`config.mk`:
```
export PLATFORM = sky130hd
export DESIGN_NAME = rwt_restart_timer
export DESIGN_NICKNAME = d
export VERILOG_FILES = /design/src/include/rwt_pkg.sv /design/src/verilog/rwt_restart_timer.sv
export SDC_FILE = /design/constraint.sdc
export NUM_CORES = 1
export LEC_CHECK = 0
export ABC_AREA = 0
export ABC_CLOCK_PERIOD_IN_PS = 2080
export BUFFER_PORTS_ARGS = -buffer_cell sky130_fd_sc_hd__buf_2
export CAP_MARGIN = 40
export CORE_ASPECT_RATIO = 1.1
export CORE_MARGIN = 4
export CORE_UTILIZATION = 47
export DETAILED_ROUTE_END_ITERATION = 10
export PLACE_DENSITY = 0.76
export REMOVE_ABC_BUFFERS = 1
export SETUP_SLACK_MARGIN = 0.02
export SYNTH_ARGS = -nofsm -noshare
export SYNTH_HDL_FRONTEND = slang
export SYNTH_SLANG_ARGS = --single-unit
```
`constraint.sdc`:
```
create_clock -name mclk_i -period 2.08 [get_ports mclk_i]
set_clock_uncertainty 0.1 [all_clocks]
set_input_delay 0.312 -clock mclk_i [delete_from_list [all_inputs] [get_ports mclk_i]]
set_output_delay 0.312 -clock mclk_i [all_outputs]
set_load 0.02 [all_outputs]
```
`src/include/rwt_pkg.sv`:
```
// rwt_pkg: constants for the restart watchdog and interval timer.
// assumes keyboard-clear strobes arrive at a slow fixed rate from a display adapter.
package rwt_pkg;
  // ----------------------------------------------------------------
  // timing
  // ----------------------------------------------------------------
  localparam int unsigned CLK_HZ = 25000000; // mclk_i rate
  localparam int unsigned KBD_PULSE_HZ = 15; // keyboard-clear strobe rate
  localparam int unsigned KBD_PERIOD_MS = 67; // interval interrupt spacing
  localparam int unsigned CNT_W = 10; // holds 2**9 with one spare bit
  localparam logic [9:0] TIMEOUT_COUNT = 10'h200; // 2**9 strobes, about 34.13 s
  localparam logic [9:0] WARN_COUNT = 10'h100; // 2**8 strobes, about 17.07 s
  localparam logic [9:0] COUNT_ZERO = 10'h000;
  localparam int unsigned WARN_BIT = 8; // count bit that marks the warning point
  // ----------------------------------------------------------------
  // i/o addressing
  // ----------------------------------------------------------------
  localparam int unsigned DEV_ADDR_W = 12;
  localparam logic [11:0] TIMER_DEV_ADDR = 12'hDF0;
  localparam int unsigned PWR_W = 2;
  localparam logic [1:0] PWR_RESET = 2'h0;
  // ----------------------------------------------------------------
  // boot load address: {port[2:0], subchannel[1:0]}
  // ----------------------------------------------------------------
  localparam int unsigned LOAD_ADDR_W = 5;
  localparam int unsigned SUBCH_W = 2;
  localparam int unsigned PORT_W = 3;
  localparam int unsigned SUBCH_LSB = 0;
  localparam int unsigned PORT_LSB = 2;
  localparam logic [4:0] PRIMARY_LOAD_ADDR = 5'h00; // multiplex channel zero
  localparam logic [2:0] PORT_MAX = 3'h6; // highest legal alternate port
  localparam int unsigned CFG_ALT_FLAG_BIT = 0; // flag bit in first config byte
  localparam logic [7:0] CFG_RESET = 8'h00;
  // ----------------------------------------------------------------
  // asynchronous inputs sent through the three-stage synchroniser
  // ----------------------------------------------------------------
  localparam int unsigned SYNC_W = 8;
  localparam int unsigned S_KBD = 0;
  localparam int unsigned S_STOP = 1;
  localparam int unsigned S_SINGLE = 2;
  localparam int unsigned S_MANDIS = 3;
  localparam int unsigned S_IVEN = 4;
  localparam int unsigned S_BOOTBTN = 5;
  localparam int unsigned S_PWR0 = 6;
  localparam int unsigned S_PWR1 = 7;
endpackage

```
`src/verilog/rwt_restart_timer.sv`:
```
// rwt_restart_timer: restart watchdog, interval timer and boot source selection.
// assumes i/o command strobes come from processor logic on mclk_i; switches,
// straps, console lines and the keyboard-clear strobe come from pins.
`timescale 1ns/100ps

module rwt_restart_timer (
  input wire logic mclk_i,
  input wire logic reset_i,
  input wire logic clk_en_i,
  input wire logic kbd_clear_i,
  input wire logic console_stop_i,
  input wire logic console_single_i,
  input wire logic manual_disable_i,
  input wire logic interval_enable_i,
  input wire logic boot_button_i,
  input wire logic [1:0] power_status_i,
  input wire logic warn_patch_i,
  input wire logic dual_boot_patch_i,
  input wire logic load_source_switch_i,
  input wire logic alt_load_switch_i,
  input wire logic [2:0] alt_port_i,
  input wire logic [1:0] alt_subchan_i,
  input wire logic io_out_i,
  input wire logic io_start_mode_i,
  input wire logic io_status_rd_i,
  input wire logic [11:0] io_dev_addr_i,
  input wire logic interval_ack_i,
  output logic [1:0] status_data_o,
  output logic status_valid_o,
  output logic stop_line_o,
  output logic io_reset_o,
  output logic cpu_reset_o,
  output logic boot_start_o,
  output logic boot_remote_o,
  output logic [4:0] load_addr_o,
  output logic [7:0] config_byte_o,
  output logic warn_irq_o,
  output logic interval_irq_o,
  output logic timer_running_o,
  output logic [9:0] count_o
);

  // ----------------------------------------------------------------
  // pin synchronisers
  // ----------------------------------------------------------------
  logic [7:0] async_in; // gathered pin levels
  logic [7:0] sync1_r; // first stage, read only by sync2_r
  logic [7:0] sync2_r; // second stage
  logic [7:0] sync3_r; // third stage
  logic [7:0] stable_r; // level accepted once stages two and three agree

  assign async_in = {power_status_i[1], power_status_i[0], boot_button_i,
                     interval_enable_i, manual_disable_i, console_single_i,
                     console_stop_i, kbd_clear_i};

  // one flop chain per pin; a level only counts after two stages agree,
  // which filters a single metastable resolution
  genvar gi;
  generate
    for (gi = 0; gi < rwt_pkg::SYNC_W; gi++) begin : g_sync
      always_ff @(posedge mclk_i) begin
        if (reset_i) begin
          sync1_r[gi] <= 1'b0;
          sync2_r[gi] <= 1'b0;
          sync3_r[gi] <= 1'b0;
          stable_r[gi] <= 1'b0;
        end else if (clk_en_i) begin
          sync1_r[gi] <= async_in[gi];
          sync2_r[gi] <= sync1_r[gi];
          sync3_r[gi] <= sync2_r[gi];
          if (sync2_r[gi] == sync3_r[gi]) begin
            stable_r[gi] <= sync3_r[gi];
          end
        end
      end
    end
  endgenerate

  // ----------------------------------------------------------------
  // decoded conditions
  // ----------------------------------------------------------------
  logic kbd_prev_r; // last accepted strobe level
  logic btn_prev_r; // last accepted boot button level
  wire kbd_lvl = stable_r[rwt_pkg::S_KBD];
  wire kbd_pulse = kbd_lvl & ~kbd_prev_r; // one cycle per strobe
  wire btn_lvl = stable_r[rwt_pkg::S_BOOTBTN];
  wire btn_pulse = btn_lvl & ~btn_prev_r; // one cycle per press
  wire stop_mode = stable_r[rwt_pkg::S_STOP];
  wire stop_line = stop_mode | stable_r[rwt_pkg::S_SINGLE];
  wire man_dis = stable_r[rwt_pkg::S_MANDIS];
  wire iv_switch = stable_r[rwt_pkg::S_IVEN];
  wire addr_hit = (io_dev_addr_i == rwt_pkg::TIMER_DEV_ADDR);
  // effective address of the output command plays no part here
  wire cmd_start = io_out_i & addr_hit & io_start_mode_i;
  wire cmd_stop = io_out_i & addr_hit & ~io_start_mode_i;
  wire status_rd = io_status_rd_i & addr_hit;

  // ----------------------------------------------------------------
  // watchdog counter
  // ----------------------------------------------------------------
  logic [9:0] count_r; // strobes since last clear
  logic [9:0] count_nxt;
  logic run_r; // program run/stop state of the timer
  logic run_nxt;
  logic boot_r; // boot load issued last cycle, clears the counter
  logic timeout; // counter reaches its end this cycle
  logic hold; // any of the disabling conditions
  logic clear; // any clear that lets counting go on

  assign hold = ~run_r | stop_line | man_dis;
  assign clear = status_rd | cmd_start | boot_r;
  assign timeout = kbd_pulse & ~hold & ~clear &
                   (count_r == rwt_pkg::TIMEOUT_COUNT - 10'h001);

  // run state: stop command holds, start command releases
  always_comb begin
    run_nxt = run_r;
    if (cmd_stop) begin
      run_nxt = 1'b0;
    end else if (cmd_start) begin
      run_nxt = 1'b1;
    end
  end

  // clears take precedence over a strobe in the same cycle, so a
  // status read can never be overtaken by a late step
  always_comb begin
    count_nxt = count_r;
    if (hold | cmd_stop) begin
      count_nxt = rwt_pkg::COUNT_ZERO;
    end else if (clear | timeout) begin
      count_nxt = rwt_pkg::COUNT_ZERO;
    end else if (kbd_pulse) begin
      count_nxt = count_r + 10'h001;
    end
  end

  // counter, run state and edge history
  always_ff @(posedge mclk_i) begin
    if (reset_i) begin
      count_r <= rwt_pkg::COUNT_ZERO;
      run_r <= 1'b1;
      kbd_prev_r <= 1'b0;
      btn_prev_r <= 1'b0;
    end else if (clk_en_i) begin
      count_r <= count_nxt;
      run_r <= run_nxt;
      kbd_prev_r <= kbd_lvl;
      btn_prev_r <= btn_lvl;
    end
  end

  // ----------------------------------------------------------------
  // restart, boot select and load address
  // ----------------------------------------------------------------
  logic restart_r; // one-cycle reset request to i/o and cpu
  logic boot_remote_r; // image source of the current boot
  logic [4:0] load_addr_r; // device the boot reads from
  logic boot_go; // any boot trigger this cycle
  logic remote_sel; // source for this trigger
  logic dual_cmd; // output command that forces a remote boot
  logic [4:0] alt_addr; // alternate address from the switches
  logic [2:0] port_lim; // port clamped to the legal range

  assign dual_cmd = dual_boot_patch_i & io_out_i & addr_hit;
  assign boot_go = timeout | btn_pulse | dual_cmd;
  // pushbutton and timeout follow the switch even with the patch
  assign remote_sel = dual_cmd ? 1'b1 : load_source_switch_i;
  // port 7 is not a legal alternate; treat it as the highest port
  assign port_lim = (alt_port_i > rwt_pkg::PORT_MAX) ? rwt_pkg::PORT_MAX : alt_port_i;
  assign alt_addr = {port_lim, alt_subchan_i};

  // restart is a single pulse; the counter was already zeroed by timeout
  always_ff @(posedge mclk_i) begin
    if (reset_i) begin
      restart_r <= 1'b0;
      boot_r <= 1'b0;
      boot_remote_r <= 1'b0;
      load_addr_r <= rwt_pkg::PRIMARY_LOAD_ADDR;
    end else if (clk_en_i) begin
      restart_r <= timeout;
      boot_r <= boot_go;
      if (boot_go) begin
        boot_remote_r <= remote_sel;
        load_addr_r <= alt_load_switch_i ? alt_addr : rwt_pkg::PRIMARY_LOAD_ADDR;
      end
    end
  end

  // ----------------------------------------------------------------
  // warning and interval interrupts
  // ----------------------------------------------------------------
  logic warn_r; // warning level, drops when the counter clears
  logic iv_pend_r; // single pending interval request
  logic iv_set; // interval request raised this cycle

  // interval strobe suppressed by the switch or console stop
  assign iv_set = kbd_pulse & iv_switch & ~stop_mode;

  // the processor's own gating decides when iv is taken; the request
  // simply waits here until acknowledged
  always_ff @(posedge mclk_i) begin
    if (reset_i) begin
      warn_r <= 1'b0;
      iv_pend_r <= 1'b0;
    end else if (clk_en_i) begin
      warn_r <= warn_patch_i & count_nxt[rwt_pkg::WARN_BIT];
      if (iv_set) begin
        iv_pend_r <= 1'b1;
      end else if (interval_ack_i) begin
        iv_pend_r <= 1'b0;
      end
    end
  end

  // ----------------------------------------------------------------
  // status read and configuration byte
  // ----------------------------------------------------------------
  logic [1:0] status_r; // power lines caught at the read
  logic status_vld_r; // one-cycle answer strobe
  logic [7:0] cfg_r; // first configuration byte

  // the read both clears the counter and samples the power lines
  always_ff @(posedge mclk_i) begin
    if (reset_i) begin
      status_r <= rwt_pkg::PWR_RESET;
      status_vld_r <= 1'b0;
      cfg_r <= rwt_pkg::CFG_RESET;
    end else if (clk_en_i) begin
      status_vld_r <= status_rd;
      if (status_rd) begin
        status_r <= {stable_r[rwt_pkg::S_PWR1], stable_r[rwt_pkg::S_PWR0]};
      end
      cfg_r[rwt_pkg::CFG_ALT_FLAG_BIT] <= alt_load_switch_i;
    end
  end

  // ----------------------------------------------------------------
  // outputs
  // ----------------------------------------------------------------
  assign status_data_o = status_r;
  assign status_valid_o = status_vld_r;
  assign stop_line_o = stop_line;
  assign io_reset_o = restart_r;
  assign cpu_reset_o = restart_r;
  assign boot_start_o = boot_r;
  assign boot_remote_o = boot_remote_r;
  assign load_addr_o = load_addr_r;
  assign config_byte_o = cfg_r;
  assign warn_irq_o = warn_r;
  assign interval_irq_o = iv_pend_r;
  assign timer_running_o = ~hold;
  assign count_o = count_r;

endmodule

```
==> impl_metrics.json, run 1 <==
{
  "dieWidth_um": 78.6,
  "status": "finished clean",
  "synth_area_leaders": "dfxtp_1 (46%), mux2i_1 (11%), nor2_1 (5.5%)",
  "drc": 0,
  "yosys.area.top_type": "dfxtp_1",
  "swShare_pct": 23.7,
  "p_int_mw": 1.77,
  "cp-startpoint": "stop_mode",
  "power_frac_comb_pct": 6.6,
  "max-slew-margin-rel_pct": 65.8,
  "critPathCaptureType": "flip-flop",
  "grt_antenna_before_repair": 1,
  "ys.flop_type": "dfxtp_1",
  "hp-start": "warn_patch_i",
  "rows": 28,
  "postSynthCellCount": 282,
  "period_needed_ns": 1.89,
  "peakVddDrop_uv": 477,
  "drive_above_1_share_pct": 28.1,
  "pwr-share-seq_pct": 50.0,
  "grt_setup_unrepaired": "no",
  "gr-usage-all-layers_pct": 17.6,
  "ys_top_cells_by_count": "dfxtp_1 (59), nor2_1 (38), mux2i_1 (29)",
  "first_iter_violations": 142,
  "finalHoldWorstSlack_ns": 0.0830,
  "fmax_mhz": 530,
  "grt_max_degree": 44,
  "grt_pass1_wl_um": 9270,
  "setup_tns_ns": 0,
  "grt_overflow": 0,
  "vias": 2248,
  "final_hold_viol_count": 0,
  "cts_max_path_buffers": 2,
  "yosysMostFrequentCell": "dfxtp_1",
  "timing.final.max_slew_violations": 0,
  "power_density_mw_per_mm2": 727,
  "hpwl_um": 4070,
  "fp.coreArea_sq_mm": 0.00536,
  "ys_ff_latch": 59,
  "first_pass_iters": 4,
  "clock_power_share_pct": 43.4,
  "syn_area_per_cell_sq_um": 9.14,
  "crit_type": "flip-flop to flip-flop",
  "ys_warn_count": 0,
  "routabilityCongestion": 0.887,
  "htree_levels": 3,
  "cts-root-buf": "clkbuf_8",
  "synth_edf_count": 0,
  "initial_utilization_pct": 48.1,
  "ant_nets": 0,
  "die_h_um": 85.7,
  "totalPowerFinal_mw": 2.32,
  "placed_area_sq_mm": 0.00298,
  "min_period_over_period_pct": 90.7,
  "cp_max_fo": 5,
  "synth_cell_type_count": 43,
  "area_delta_synth_final_pct": 23.7,
  "design_area_sq_mm": 0.00319,
  "cp.arrival_ns": 2.06,
  "fillers": 477,
  "cts_buffers": 9,
  "cts.clk_slew.worst_paths_ns": 0.06,
  "regToRegStartpoint": "stop_mode",
  "wl_um": 5630,
  "yosys.area.top_type_share_pct": 45.8,
  "design.die.area_sq_mm": 0.00674,
  "cp.required_ns": 2.25,
  "worst_pin_slew_ns": 0.510,
  "io_pins": 70,
  "antenna_cells": 0,
  "final_util_pct": 59.5,
  "hold_path_depth": 2,
  "netlist_area_sq_mm": 0.00258,
  "final_nets": 388,
  "finalSetupViolCount": 0,
  "critPathLaunchType": "flip-flop",
  "avgRoutedWirePerCell_um": 13.1,
  "post-cts-setup-buffers": 0,
  "ys_async_sr_fraction_pct": 0,
  "routed_via_density": 5.22,
  "switchingPower_mw": 0.549,
  "clkLatencyLatePin_ns": 0.34,
  "cts_num_sinks": 59,
  "worstRegToRegCells": 6,
  "hold_class": "primary input to flip-flop",
  "first_global_vias": 2075,
  "cts_tree": "yes",
  "maxCapViolations": 0,
  "ys_seq_area_share_pct": 45.8,
  "portBuffers": 62,
  "leakagePower_nw": 1.44
}
[power groups by stage]
stage / registers [mW] / logic [mW] / clock network (mW)
floorplan: 1.18 / 0.0642 / 0
global placement: 1.18 / 0.150 / 0
detailed placement: 1.19 / 0.152 / 0
CTS: 1.16 / 0.153 / 1.02
global route: 1.16 / 0.169 / 1.08
finish: 1.16 / 0.153 / 1.01
[timing repair]
item	CTS	global route
setup endpoints to repair	0	6
endpoints found under the hold margin	0	0
gates resized for setup	0	1
hold buffers	0	0
[final cells by class]
class	count	area, sq um	share of cell area (%)
multi-input cells	204	1300	40.9
flip-flops and latches	59	1180	37.0
repair buffers	74	400	12.6
clock buffers	13	179	5.61
well taps	75	93.8	2.94
clock inverters	3	20.0	0.628
inverters	3	11.3	0.353
[per-stage QoR]
stage	std cells	setup WS [ns]
3_3_place_gp	415	-0.100
5_1_grt	431	0.0302
6_report	431	0.193
4_1_cts	431	0.133
3_5_place_dp	415	-0.130
2_1_floorplan	266	-0.392
[routing by layer]
metal  routed length (um)  vias to the layer above  global-route usage, %
li1                     -                     1133                      -
met1                 2500                     1023                   21.1
met2                 2550                       80                   27.6
met3                  478                       12                   5.78
met4                  104                        0                   10.0
met5                    0                        -                      0
[final timing paths]
kind	endpoint	slack, ns
max	count_o[4]	0.19
min reg2reg	run_r	0.36
max reg2reg	count_o[4]	0.19
min	warn_irq_o	0.08
[logic make-up (layout without fill, tap and decap cells)]
kind of cell | after synthesis | count (layout) | synth area share (%)
other | 1 | 7 | 0.145
buffers and inverters | 25 | 93 | 4.85
flip-flops | 59 | 59 | 45.8
AO/OA/AOI/OAI | 63 | 63 | 16.4
adder cells (fa/ha/maj) | 1 | 1 | 0.485
XOR/XNOR | 3 | 3 | 1.02
multiplexers | 29 | 29 | 11.3
AND/OR/NAND/NOR | 101 | 101 | 20.0
[state kept, by name, indices dropped and copies added, names as in the netlist]
signal / cells
stable_r: 3
run_r: 1
cpu_reset_o: 1
status_valid_o: 1
boot_start_o: 1
warn_irq_o: 1
interval_irq_o: 1
iv_switch: 1
stop_mode: 1
boot_remote_o: 1
man_dis: 1
kbd_lvl: 1
kbd_prev_r: 1
config_byte_o: 1
btn_prev_r: 1
count_o: 10
load_addr_o: 5
sync3_r: 8
btn_lvl: 1
status_data_o: 2
sync2_r: 8
sync1_r: 8
[cell usage in the layout (no fill, tap or decap), types with 2 or more instances in the layout]
cell type / synthesis / layout
a21oi_1: 18 / 18
nand3_1: 12 / 12
o21ai_0: 8 / 8
nand4b_1: 3 / 3
a31oi_1: 9 / 9
o21ai_1: 4 / 4
nand3b_1: 6 / 6
conb_1: 1 / 7
buf_2: 1 / 62
nor2_1: 38 / 38
mux2i_1: 29 / 29
inv_1: 3 / 3
buf_4: 8 / 12
clkbuf_8: 0 / 13
nor4_2: 3 / 2
nor4_1: 4 / 4
nor3_1: 3 / 3
clkinvlp_4: 0 / 2
o211ai_1: 4 / 4
a21o_1: 9 / 9
nor2b_1: 4 / 4
nand2_1: 22 / 22
xor2_1: 2 / 2
dfxtp_1: 59 / 59
[worst max-delay path, stage by stage, from the launching register on]
cell      delay [ns]
dfxtp_1         0.35
nor4b_2         0.45
nand2b_1        0.17
o41ai_1         0.44
buf_4           0.20
nand2_1         0.05
o21ai_1         0.06
Note: power is estimated with default switching activity, not from simulation.
==> run 2, diff against run 1 <==
--- a/config.mk
+++ b/config.mk
@@ -11,9 +11,10 @@
 export CAP_MARGIN = 40
 export CORE_ASPECT_RATIO = 1.1
 export CORE_MARGIN = 4
-export CORE_UTILIZATION = 47
+export CORE_UTILIZATION = 45
+export CTS_BUF_LIST = sky130_fd_sc_hd__clkbuf_8 sky130_fd_sc_hd__clkbuf_16
 export DETAILED_ROUTE_END_ITERATION = 10
-export PLACE_DENSITY = 0.76
+export PLACE_DENSITY = 0.73
 export REMOVE_ABC_BUFFERS = 1
 export SETUP_SLACK_MARGIN = 0.02
 export SYNTH_ARGS = -nofsm -noshare
==> run 2 against run 1 <==
Compared with the run above:
- via count rose by 3.6%
- largest power group unchanged
- clock-buffer cell count fell by 3
- cell count rose by 3.9%
- first-iteration DRC count fell by 25%
- die area rose by 4.0%
- wire length rose by 3.9%
- sequential share of layout area fell by 1.6 points
- combinational power rose by 7%
- hold slack improved by 0.016 ns
- register-to-register slack got worse by 0.03 ns
- clock power fell by 18%
- highest routed layer unchanged
- largest cell class unchanged
==> impl_metrics.json, run 2 (same netlist as run 1, synthesis figures left out) <==
{
  "avgRoutedWirePerCell_um": 13.1,
  "largest_reg_flops": 10,
  "initial_utilization_pct": 47.2,
  "cts_tree": "yes",
  "antenna_cells": 0,
  "totalPowerFinal_mw": 2.15,
  "portBuffers": 62,
  "htree_levels": 3,
  "drive_above_1_share_pct": 31.1,
  "peakVddDrop_uv": 484,
  "multi_input_area_sq_mm": 0.00134,
  "critPathLaunchType": "primary input",
  "io_pins": 70,
  "die_h_um": 87.4,
  "wl_met2_um": 2720,
  "clkLatencyLatePin_ns": 0.34,
  "leakagePower_nw": 1.55,
  "cp.required_ns": 2.19,
  "grt_antenna_before_repair": 0,
  "highest_layer": "met4",
  "timing.final.max_slew_violations": 0,
  "grt_overflow": 0,
  "fp.coreArea_sq_mm": 0.00547,
  "fmax_mhz": 516,
  "rows": 28,
  "hpwl_um": 4210,
  "cts_buffers": 9,
  "cts.clk_slew.worst_paths_ns": 0.06,
  "crit_type": "primary input to flip-flop",
  "timing.rr.end": "count_o[2]",
  "stdcell_count": 448,
  "grt_setup_unrepaired": "no",
  "pre_cts_ws_ns": -0.208,
  "dieWidth_um": 80.2,
  "ant_nets": 0,
  "hold_class": "primary input to flip-flop",
  "regToRegStartpoint": "count_o[7]",
  "placedCellCount": 435,
  "period_needed_ns": 1.94,
  "drc": 0,
  "cp.arrival_ns": 2.05,
  "area_delta_synth_final_pct": 29.2,
  "hp-start": "warn_patch_i",
  "fillers": 486,
  "worst_hold_path.endpoint": "warn_irq_o",
  "first_pass_iters": 4,
  "wl_met3_um": 372,
  "final_util_pct": 60.9,
  "vias": 2329,
  "power_density_mw_per_mm2": 646,
  "final_common_cell": "buf_2",
  "design.die.area_sq_mm": 0.00701,
  "hold_path_depth": 2,
  "grt_pass1_wl_um": 9360,
  "routed_via_density": 5.20,
  "r2r_setup_slack_ns": 0.16,
  "cts_hold_buf": 0,
  "final_cell_mix": "buf_2 (62), dfxtp_1 (59), nor2_1 (38), buf_4 (31), mux2i_1 (29)",
  "final_nets": 408,
  "first_iter_violations": 106,
  "wl_um": 5850,
  "finalHoldWorstSlack_ns": 0.0990,
  "drt-met1-wl_um": 2610,
  "status": "finished clean",
  "maxCapViolations": 0,
  "crit_chain": "buf_2 -> or4_4 -> nor4_4 -> nor4_4 -> clkdlybuf4s15_2 -> buf_4 -> a31oi_1 -> a31oi_1",
  "cts-root-buf": "clkbuf_8",
  "final_hold_viol_count": 0,
  "cts_num_sinks": 59,
  "seq_area_sq_mm": 0.00118,
  "critPathCaptureType": "flip-flop",
  "cp_max_fo": 7,
  "setup_slack_ns": 0.142,
  "routabilityCongestion": 0.903,
  "first_global_vias": 2065,
  "gr-usage-all-layers_pct": 17.5,
  "min_period_over_period_pct": 93.2,
  "worst_pin_slew_ns": 0.637,
  "critPathMaxStageDelay_ns": 0.57,
  "max-slew-margin-rel_pct": 57.5,
  "worstRegToRegCells": 7,
  "finalSetupViolCount": 0,
  "cts_max_path_buffers": 2,
  "grt_max_degree": 53,
  "crit_slowest_cell": "or4_4"
}
run 2: changes by cell type in the layout (fill, tap and decap cells not counted), sizes merged:
| cell | before | now |
|---|---|---|
| clkinvlp | 2 | 0 |
| inv | 3 | 6 |
| clkdlybuf4s15 | 0 | 1 |
| clkbuf | 13 | 10 |
| clkinv | 1 | 0 |
| buf | 74 | 93 |
run 2: how the worst max path moves through the flow:
stage / start / slack [ns] / to / cells after the start
finish: io_dev_addr_i[1] / 0.14 / count_o[2] / 8
detailed placement: io_dev_addr_i[1] / -0.21 / count_o[2] / 8
floorplan: stop_mode / -0.39 / warn_irq_o / 5
CTS: count_o[0] / 0.05 / count_o[2] / 8
global placement: io_dev_addr_i[1] / -0.16 / load_addr_o[2] / 7
global route: count_o[7] / 0.02 / count_o[2] / 7
run 2: metrics by stage:
step	cell area, sq um	setup TNS, ns
2_1_floorplan	2490	-3.53
3_3_place_gp	3120	-1.89
3_5_place_dp	3140	-2.39
4_1_cts	3290	0
5_1_grt	3330	0
6_report	3330	0
run 2: worst max-delay path, delay by kind of cell:
family	cells	cell delay, ns
AOI/OAI and AO/OA	2	0.22
and+or+nand+nor	3	0.99
buffers and inverters	3	0.52
run 2: final cells by class:
type	count	share of cell area, %
well taps	75	2.82
inverters	3	0.338
clock buffers	10	4.13
flip-flops and latches	59	35.5
repair buffers	94	16.6
multi-input cells	204	40.3
clock inverters	3	0.338
run 2: power breakdown:
part	leakage, nW	switching (mW)	internal, mW
registers	0.478	0.0113	1.15
clock network	0.0879	0.397	0.431
logic	0.983	0.0949	0.0691
run 2: repair_timing:
item,in CTS,in global routing
buffers inserted,0,0
endpoints found under the hold margin,0,0
gates resized for setup,1,5
pin swaps,0,2
endpoints found under the setup margin,2,6
run 2: metal layers:
metal  vias up  GRT usage [%]
met2        63           27.9
li1       1171              -
met1      1084           21.2
met5         -              0
met4         0           10.6
met3        11           4.04
